**src/verilog/sdc_pkg.sv**
```systemverilog
/*
  Holds the shared constants of the daisy-chain serial slave link.
  Assumes both ends run on one 200 MHz system clock.
*/
// Operation
// select falling edge starts a frame
// sample input on falling, shift output rising
// master raises select; device acts then
// accept 16 clocks plus multiples of 8
// bad count sets error, discards frame
// select high: ignore lines, output released
// select falling loads response into shifter
// output starts as error OR serial input
// sleep keeps output released, no transfer
// good frame copies shifter into register
// master keeps clock low around select edges
// most significant bit first both ways
// frame is control bits then data
// one shifter passes displaced bits onward
// sixteen clocks per device, extras pass on
// master shifts whole bytes per device
// counter cleared at start, wraps after 16
package sdc_pkg;
  // ==========================================================
  // frame geometry
  localparam int unsigned SDC_FRAME_BITS = 16;
  localparam int unsigned SDC_EXTRA_MOD  = 8;
  localparam int unsigned SDC_CNT_W      = 5;
  localparam logic [4:0]  SDC_CNT_RST    = 5'h00;
  // ==========================================================
  // timing
  localparam int unsigned SDC_SYS_NS     = 5;
  localparam int unsigned SDC_LEAD_NS    = 200;
  localparam int unsigned SDC_HALF_NS    = 100;
  localparam int unsigned SDC_LEAD_CYC   =
    (SDC_LEAD_NS + SDC_SYS_NS - 1) / SDC_SYS_NS;
  localparam int unsigned SDC_HALF_CYC   =
    (SDC_HALF_NS + SDC_SYS_NS - 1) / SDC_SYS_NS;
  localparam int unsigned SDC_TMR_W      = 8;
endpackage

```
**src/verilog/sdc_link_if.sv**
```systemverilog
/*
  Carries the four serial lines between master and slave ends.
  Assumes the bench resolves the released output line.
*/
interface sdc_link_if;
  logic frame_select_n;
  logic sclk;
  logic master_serial_out;
  logic so_o;
  logic so_oe;
  modport slave (
    input  frame_select_n,
    input  sclk,
    input  master_serial_out,
    output so_o,
    output so_oe
  );
  modport master (
    output frame_select_n,
    output sclk,
    output master_serial_out,
    input  so_o,
    input  so_oe
  );
endinterface

```
**src/verilog/sdc_slave.sv**
```systemverilog
/*
  Serial slave end: shifter, frame counter, error flag.
  Assumes link lines are asynchronous and sampled here,
  that the far end resolves the released output line,
  and that clk_en low holds every flop of the block.
*/
module sdc_slave
  import sdc_pkg::*;
#(
  parameter int unsigned FRAME_W = 16
) (
  input  wire logic               sys_clk,
  input  wire logic               resetn,
  input  wire logic               clk_en,
  sdc_link_if.slave               link,
  input  wire logic               sleep,
  input  wire logic [FRAME_W-1:0] resp_data,
  output logic [FRAME_W-1:0]      reg_data_r,
  output logic                    reg_we_r,
  output logic                    transfer_error_flag_r,
  input  wire logic               err_clr
);
  typedef enum logic [2:0] {
    SDC_S_IDLE  = 3'b001,
    SDC_S_FRAME = 3'b010,
    SDC_S_SLEEP = 3'b100
  } sdc_slv_e;
  sdc_slv_e             st_r;
  logic [2:0]           csn_s_r;
  logic [2:0]           sck_s_r;
  logic [1:0]           si_s_r;
  logic [FRAME_W-1:0]   sh_r;
  logic [SDC_CNT_W-1:0] cnt_r;
  logic                 so_r;
  logic                 oe_r;
  logic                 csn_fall;
  logic                 csn_rise;
  logic                 sck_fall;
  logic                 sck_rise;
  logic                 cnt_ok;
  logic                 frame_end;

  // ==========================================================
  // helpers
  // frame length check: 16 then whole bytes
  // counter wraps back to 16, so every valid length ends there
  function automatic logic sdc_len_ok(input logic [SDC_CNT_W-1:0] c);
    return c == SDC_CNT_W'(SDC_FRAME_BITS);
  endfunction

  // high to low between the last two stages
  function automatic logic sdc_fell(input logic [2:0] s);
    return s[2] & ~s[1];
  endfunction

  // low to high between the last two stages
  function automatic logic sdc_rose(input logic [2:0] s);
    return ~s[2] & s[1];
  endfunction

  assign link.so_o  = so_r;
  assign link.so_oe = oe_r;
  assign csn_fall  = sdc_fell(csn_s_r);
  assign csn_rise  = sdc_rose(csn_s_r);
  assign sck_fall  = sdc_fell(sck_s_r);
  assign sck_rise  = sdc_rose(sck_s_r);
  assign cnt_ok    = sdc_len_ok(cnt_r);
  assign frame_end = (st_r == SDC_S_FRAME) && csn_rise;

  // ==========================================================
  // synchronisers and edge finders
  // third stage only feeds the edge finders
  always_ff @(posedge sys_clk or negedge resetn) begin
    if (!resetn) begin
      csn_s_r <= 3'h7;
    end else if (clk_en) begin
      csn_s_r <= {csn_s_r[1:0], link.frame_select_n};
    end
  end

  always_ff @(posedge sys_clk or negedge resetn) begin
    if (!resetn) begin
      sck_s_r <= 3'h0;
    end else if (clk_en) begin
      sck_s_r <= {sck_s_r[1:0], link.sclk};
    end
  end

  always_ff @(posedge sys_clk or negedge resetn) begin
    if (!resetn) begin
      si_s_r <= 2'h0;
    end else if (clk_en) begin
      si_s_r <= {si_s_r[0], link.master_serial_out};
    end
  end

  // ==========================================================
  // frame state
  always_ff @(posedge sys_clk or negedge resetn) begin
    if (!resetn) begin
      st_r <= SDC_S_IDLE;
    end else if (clk_en) begin
      unique case (st_r)
        SDC_S_IDLE: begin
          if (csn_fall) begin
            st_r <= sleep ? SDC_S_SLEEP : SDC_S_FRAME;
          end
        end
        SDC_S_FRAME, SDC_S_SLEEP: begin
          if (csn_rise) begin
            st_r <= SDC_S_IDLE;
          end
        end
        default: st_r <= SDC_S_IDLE;
      endcase
    end
  end

  // ==========================================================
  // clock counter, wraps to 16 after 23
  always_ff @(posedge sys_clk or negedge resetn) begin
    if (!resetn) begin
      cnt_r <= SDC_CNT_RST;
    end else if (clk_en) begin
      if (csn_fall) begin
        cnt_r <= SDC_CNT_RST;
      end else if (st_r == SDC_S_FRAME && sck_fall) begin
        if (cnt_r == SDC_CNT_W'(SDC_FRAME_BITS + SDC_EXTRA_MOD - 1)) begin
          cnt_r <= SDC_CNT_W'(SDC_FRAME_BITS);
        end else begin
          cnt_r <= cnt_r + 1'b1;
        end
      end
    end
  end

  // ==========================================================
  // shifter
  always_ff @(posedge sys_clk or negedge resetn) begin
    if (!resetn) begin
      sh_r <= '0;
    end else if (clk_en) begin
      if (csn_fall) begin
        sh_r <= resp_data;
      end else if (st_r == SDC_S_FRAME && !csn_rise && sck_fall) begin
        sh_r <= {sh_r[FRAME_W-2:0], si_s_r[1]};
      end
    end
  end

  // ==========================================================
  // serial output level
  always_ff @(posedge sys_clk or negedge resetn) begin
    if (!resetn) begin
      so_r <= 1'b0;
    end else if (clk_en) begin
      if (csn_fall) begin
        so_r <= transfer_error_flag_r | si_s_r[1];
      end else if (st_r == SDC_S_FRAME && !csn_rise && sck_rise) begin
        so_r <= sh_r[FRAME_W-1];
      end
    end
  end

  // ==========================================================
  // serial output enable
  always_ff @(posedge sys_clk or negedge resetn) begin
    if (!resetn) begin
      oe_r <= 1'b0;
    end else if (clk_en) begin
      if (csn_fall) begin
        oe_r <= ~sleep;
      end else if (csn_rise || st_r != SDC_S_FRAME) begin
        oe_r <= 1'b0;
      end
    end
  end

  // ==========================================================
  // frame end: commit
  always_ff @(posedge sys_clk or negedge resetn) begin
    if (!resetn) begin
      reg_data_r <= '0;
      reg_we_r   <= 1'b0;
    end else if (clk_en) begin
      reg_we_r <= 1'b0;
      if (frame_end && cnt_ok) begin
        reg_data_r <= sh_r;
        reg_we_r   <= 1'b1;
      end
    end
  end

  // ==========================================================
  // transfer error flag
  // a bad frame ending on a clear keeps the flag set
  always_ff @(posedge sys_clk or negedge resetn) begin
    if (!resetn) begin
      transfer_error_flag_r <= 1'b0;
    end else if (clk_en) begin
      if (frame_end && !cnt_ok) begin
        transfer_error_flag_r <= 1'b1;
      end else if (err_clr && !(csn_fall || csn_rise)) begin
        transfer_error_flag_r <= 1'b0;
      end
    end
  end
endmodule

```
**src/flat_wrapper.sv**
```systemverilog
// flat-port wrapper written by rule: the top's interface ports become plain ports
module sdc_slave_flat import sdc_pkg::*;
#(
  parameter int unsigned FRAME_W = 16
)
  (sys_clk, resetn, clk_en, sleep, resp_data, reg_data_r, reg_we_r, transfer_error_flag_r, err_clr, link_frame_select_n, link_sclk, link_master_serial_out, link_so_o, link_so_oe);
  sdc_link_if link_i ();
  input  wire logic sys_clk;
  input  wire logic resetn;
  input  wire logic clk_en;
  input  wire logic sleep;
  input  wire logic [FRAME_W-1:0] resp_data;
  output logic [FRAME_W-1:0] reg_data_r;
  output logic reg_we_r;
  output logic transfer_error_flag_r;
  input  wire logic err_clr;
  input wire logic [$bits(link_i.frame_select_n)-1:0] link_frame_select_n;
  input wire logic [$bits(link_i.sclk)-1:0] link_sclk;
  input wire logic [$bits(link_i.master_serial_out)-1:0] link_master_serial_out;
  output wire logic [$bits(link_i.so_o)-1:0] link_so_o;
  output wire logic [$bits(link_i.so_oe)-1:0] link_so_oe;
  assign link_i.frame_select_n = link_frame_select_n;
  assign link_i.sclk = link_sclk;
  assign link_i.master_serial_out = link_master_serial_out;
  assign link_so_o = link_i.so_o;
  assign link_so_oe = link_i.so_oe;
  sdc_slave #(.FRAME_W(FRAME_W)) u_core (.sys_clk(sys_clk), .resetn(resetn), .clk_en(clk_en), .link(link_i), .sleep(sleep), .resp_data(resp_data), .reg_data_r(reg_data_r), .reg_we_r(reg_we_r), .transfer_error_flag_r(transfer_error_flag_r), .err_clr(err_clr));
endmodule
```
**config.mk**
```make
export PLATFORM = sky130hd
export DESIGN_NAME = sdc_slave_flat
export DESIGN_NICKNAME = d
export VERILOG_FILES = /design/src/verilog/sdc_pkg.sv /design/src/verilog/sdc_link_if.sv /design/src/verilog/sdc_slave.sv /design/src/flat_wrapper.sv
export SDC_FILE = /design/constraint.sdc
export NUM_CORES = 1
export LEC_CHECK = 0
export BUFFER_PORTS_ARGS = -buffer_cell sky130_fd_sc_hd__buf_2
export CELL_PAD_IN_SITES_DETAIL_PLACEMENT = 1
export CELL_PAD_IN_SITES_GLOBAL_PLACEMENT = 2
export CORE_MARGIN = 3
export CORE_UTILIZATION = 36
export CTS_CLUSTER_SIZE = 30
export DETAILED_ROUTE_END_ITERATION = 10
export HOLD_SLACK_MARGIN = 0.1
export MAX_ROUTING_LAYER = met4
export PLACE_DENSITY = 0.84
export SLEW_MARGIN = 30
export SYNTH_ARGS = -nofsm -noshare
export SYNTH_HDL_FRONTEND = slang
export SYNTH_SLANG_ARGS = --single-unit
```
**constraint.sdc**
```tcl
create_clock -name sys_clk -period 2.5 [get_ports sys_clk]
set_input_delay 0.5 -clock sys_clk [delete_from_list [all_inputs] [get_ports sys_clk]]
set_output_delay 0.5 -clock sys_clk [all_outputs]
set_load 0.1 [all_outputs]
```
==> results.txt <==
The setup path with the least slack is of type reg2reg. The aggregate negative setup slack is 0 ns. STA puts the critical path data arrival time at 2.29 ns. In this run the standard cell core region covers 6420 um2.

The initial core utilization came out at 37.8%. The most used flip-flop cell after synthesis is sky130_fd_sc_hd__dfrtp_1. In the final routed layout, each cell accounts on average for 15.6 um. The analysis attributes to cell leakage a power of 1.33 nW. Max-cap violations in this run came to 0. The maximum vdd drop is ~0.34 mV. The routed layout has 1639 vias.

The number of clock sinks is 52. After clock tree synthesis, the clock-pin slew on the worst setup and hold paths is 0.09 ns. The port buffer count came out at 43. The post-CTS resize count came out at 0. The cell area that synthesis handed to floorplanning was 2420 um2. The initial antenna violation count came out at 0. The logic gate share of total power is 22.7%.

In this run the core area contains 29 standard-cell rows. The final hold violation count is 0. The clock latency reported for the late side of the worst-skew pair is around 0.29 ns. The residual DRC count is 0. The share of the cycle needed by the critical path after routing is 83.0%. The number of distinct library cells after synthesis is 37. The total area of sequential cells is 1310 um2. The die covers 7760 um2. The last weighted congestion value of the routability-driven placer came out at 0.748. The clock group share of total power came out at 22.3%. TritonCTS built the clock tree. For this design the top-level I/O count stands at 44.

Setup repair after global routing left no endpoint under its margin. The final global-route overflow total came out at 0. Sorting the synthesized cells by area gives the leading types as sky130_fd_sc_hd__dfrtp_1 50%, sky130_fd_sc_hd__mux2_2 10%, sky130_fd_sc_hd__mux2i_1 7.0%. For the worst setup path, the data required time is 2.72 ns. The detail route stage leaves a number of antenna-violating nets equal to 0.

The switching fraction of total power came out at 31.9%. The number of synthesis warnings came out at 0. The total power per unit cell area came out at 722 nW/um2. The cell area reported after detailed placement came out at 2720 um2.

The fraction of layout cells with a size suffix above 1 is 40.3%. The worst path needs 2.07 ns of the cycle, external delays included. The max-slew headroom at the worst pin is between 60% and 70%. The overall global routing resource usage is 14.6%.

The flow ran to the end, and the final reports show no timing, DRC or antenna violations. The largest fanout of any net on the critical path is 32. The switching power came out at 0.000646 W. The fmax came out at between 400 and 500 MHz. The detailed placer's ending HPWL came out at between 3 and 4 mm. STA classifies the critical path startpoint as a flop.

The via count of the first global-routing pass came out at 1732. Clock tree synthesis selected as its root buffer the cell sky130_fd_sc_hd__clkbuf_8. The post-route cell area came out at 2800 um2. For this run, the register share of the synthesized area comes to between 50 and 60%. The multi-input combinational cells in the finished layout cover a total of 1030 um2.

The first global-routing pass estimated 8.48 mm of wire. The y dimension of the die came out at 88.1 um. The synthesis-stage register bit count is 52.

The synthesized design contains 0 enable-type register cells. The total clock buffers created by CTS is 5. Leaving out fill and tap cells, the most frequent cell in the layout is sky130_fd_sc_hd__dfrtp_1.

The library cell with the largest summed area after synthesis is sky130_fd_sc_hd__dfrtp_1. Among all stages on the critical path, the largest delay is contributed by sky130_fd_sc_hd__or4b_4. The top cell types in the final layout, fill and taps aside, are 48 x sky130_fd_sc_hd__dfrtp_1, 43 x sky130_fd_sc_hd__buf_2, 22 x sky130_fd_sc_hd__mux2_2. The number of antenna cells inserted came out at 0. The count of TritonRoute iterations in the first routing pass is 4.

The synthesized design devotes to its leading area cell type 49.5% of total area. The internal power of the cells came out at 0.00138 W. The max-slew violation count came out at 0. The maximum root-to-sink buffer count came out at 2.

The sequential fraction of design power is 55.1%. The number of cells produced by synthesis is 198. The setup slack of the worst register-to-register path is between 0.4 and 0.5 ns. The worst setup path is captured at a flop. At the pin with the least slew margin, the transition time is 0.579 ns. The fill cell instance count of the final layout came out at approximately 720.

The number of post-CTS setup repair buffers came out at 0. The final worst clock skew is approximately 0.0026 ns. The final setup violation count is 0.

The pin count of the biggest net entering global routing came out at 33. The routed wire length is 4.98 mm. Of all flip-flops after synthesis, the portion carrying an async set or reset was 100%. The deepest level of the CTS H-tree came out at 2. The area growth from synthesis to layout is 15.5%. The longest individual stage delay on the worst path came out at between 0.5 and 0.6 ns. The horizontal die dimension is 88.1 um.

In the final design database the tool counted 271 nets. The number of buffers inserted for hold repair after clock tree synthesis came out at 0. The synthesized area per cell is 12.2 um2. Dividing the detail-routed via count by the number of cells gives 5.12. The class of the worst hold path is in2async.

The critical path goes through inv_1, ha_1, or4b_4, o21ai_4, buf_12, nor2_1, a21oi_1. The synthesized net count came out at 226. The number of DRC markers after the initial detailed-route iteration came out at 53.
[kinds of logic after synthesis]
kind of cell,Yosys count,share of synthesized area (%)
mux,39,17.2
flops,52,53.9
xor+xnor,2,0.723
buf+inv,15,3.77
compound gates,38,12.3
simple gates,48,10.0
fa+ha+maj,4,2.06
[critical path: cells and delay by family, from the launching register on]
kind / cells / cell delay, ns
DFF: 1 / 0.54
adders and majority gates: 1 / 0.24
and+or+nand+nor: 2 / 0.65
buffers and inverters: 2 / 0.26
AOI/OAI and AO/OA: 2 / 0.31
[area by class of cell]
type                       count  share of cell area, %
sequential                    52                   46.6
inverter                       6                  0.804
clock inverter                 1                  0.179
multi-input combinational    131                   36.7
clock buffer                   6                   2.59
tap                           77                   3.44
timing repair buffer          47                   9.65
[synthesized netlist by cell type, drive strengths merged (2+ instances only)]
cell,count
ha,4
xnor2,2
dfrtp,48
and3,2
inv,6
mux2i,17
nand3,5
nor2,22
buf,9
dfstp,4
a21o,2
mux2,22
nand3b,2
o21ai,8
a21oi,18
nand2b,3
nand2,8
o41ai,2
nor3,2
[through the flow]
stage	worst slack [ns]	instances	util (%)	hold WS, ns	total power, W
2_1_floorplan	0.547	198	-	0.204	0.00146
6_report	0.426	320	43.6	0.192	0.00202
3_5_place_dp	0.445	313	42.4	0.469	0.00160
4_1_cts	0.422	320	43.6	0.202	0.00206
3_3_place_gp	0.494	313	42.4	0.461	0.00158
5_1_grt	0.329	320	43.6	0.217	0.00216
[state kept, by name, indices dropped and copies added (netlist names), 2 cells and up]
signal	count
u_core.cnt_r	5
u_core.si_s_r	2
u_core.st_r	3
u_core.sck_s_r	3
u_core.sh_r	16
u_core.csn_s_r	3
u_core.reg_data_r	16
[layer usage]
layer  track usage, %  share of wire, %  vias to the layer above
li1                 -                 -                      788
met4             3.71               1.2                        0
met1             19.6                47                      821
met2             22.9                49                       25
met5                -                 0                        -
met3             2.82               2.6                        5
[final timing paths]
check / depth (start not counted) / from / to
setup / recovery: 7 / u_core.csn_s_r[2]$_DFFE_PN1P_ / u_core.sh_r[15]$_DFFE_PN0P_
hold / removal: 1 / resetn / u_core.reg_data_r[7]$_DFFE_PN0P_
setup reg to reg: 7 / u_core.csn_s_r[2]$_DFFE_PN1P_ / u_core.sh_r[15]$_DFFE_PN0P_
hold reg to reg: 2 / u_core.link.so_oe$_DFFE_PN0P_ / u_core.link.so_oe$_DFFE_PN0P_
max in group asynchronous: 2 / resetn / u_core.csn_s_r[2]$_DFFE_PN1P_
min in group sys_clk: 2 / sleep / u_core.st_r[1]$_DFFE_PN0P_
[power groups by stage]
stage | registers, W | clock network [W] | logic, W
6_report | 0.00111 | 0.000450 | 0.000459
4_1_cts | 0.00112 | 0.000476 | 0.000470
3_3_place_gp | 0.00113 | 0 | 0.000450
2_1_floorplan | 0.00113 | 0 | 0.000334
3_5_place_dp | 0.00113 | 0 | 0.000470
5_1_grt | 0.00114 | 0.000509 | 0.000513
No activity file was read; power rests on OpenSTA's default activity.
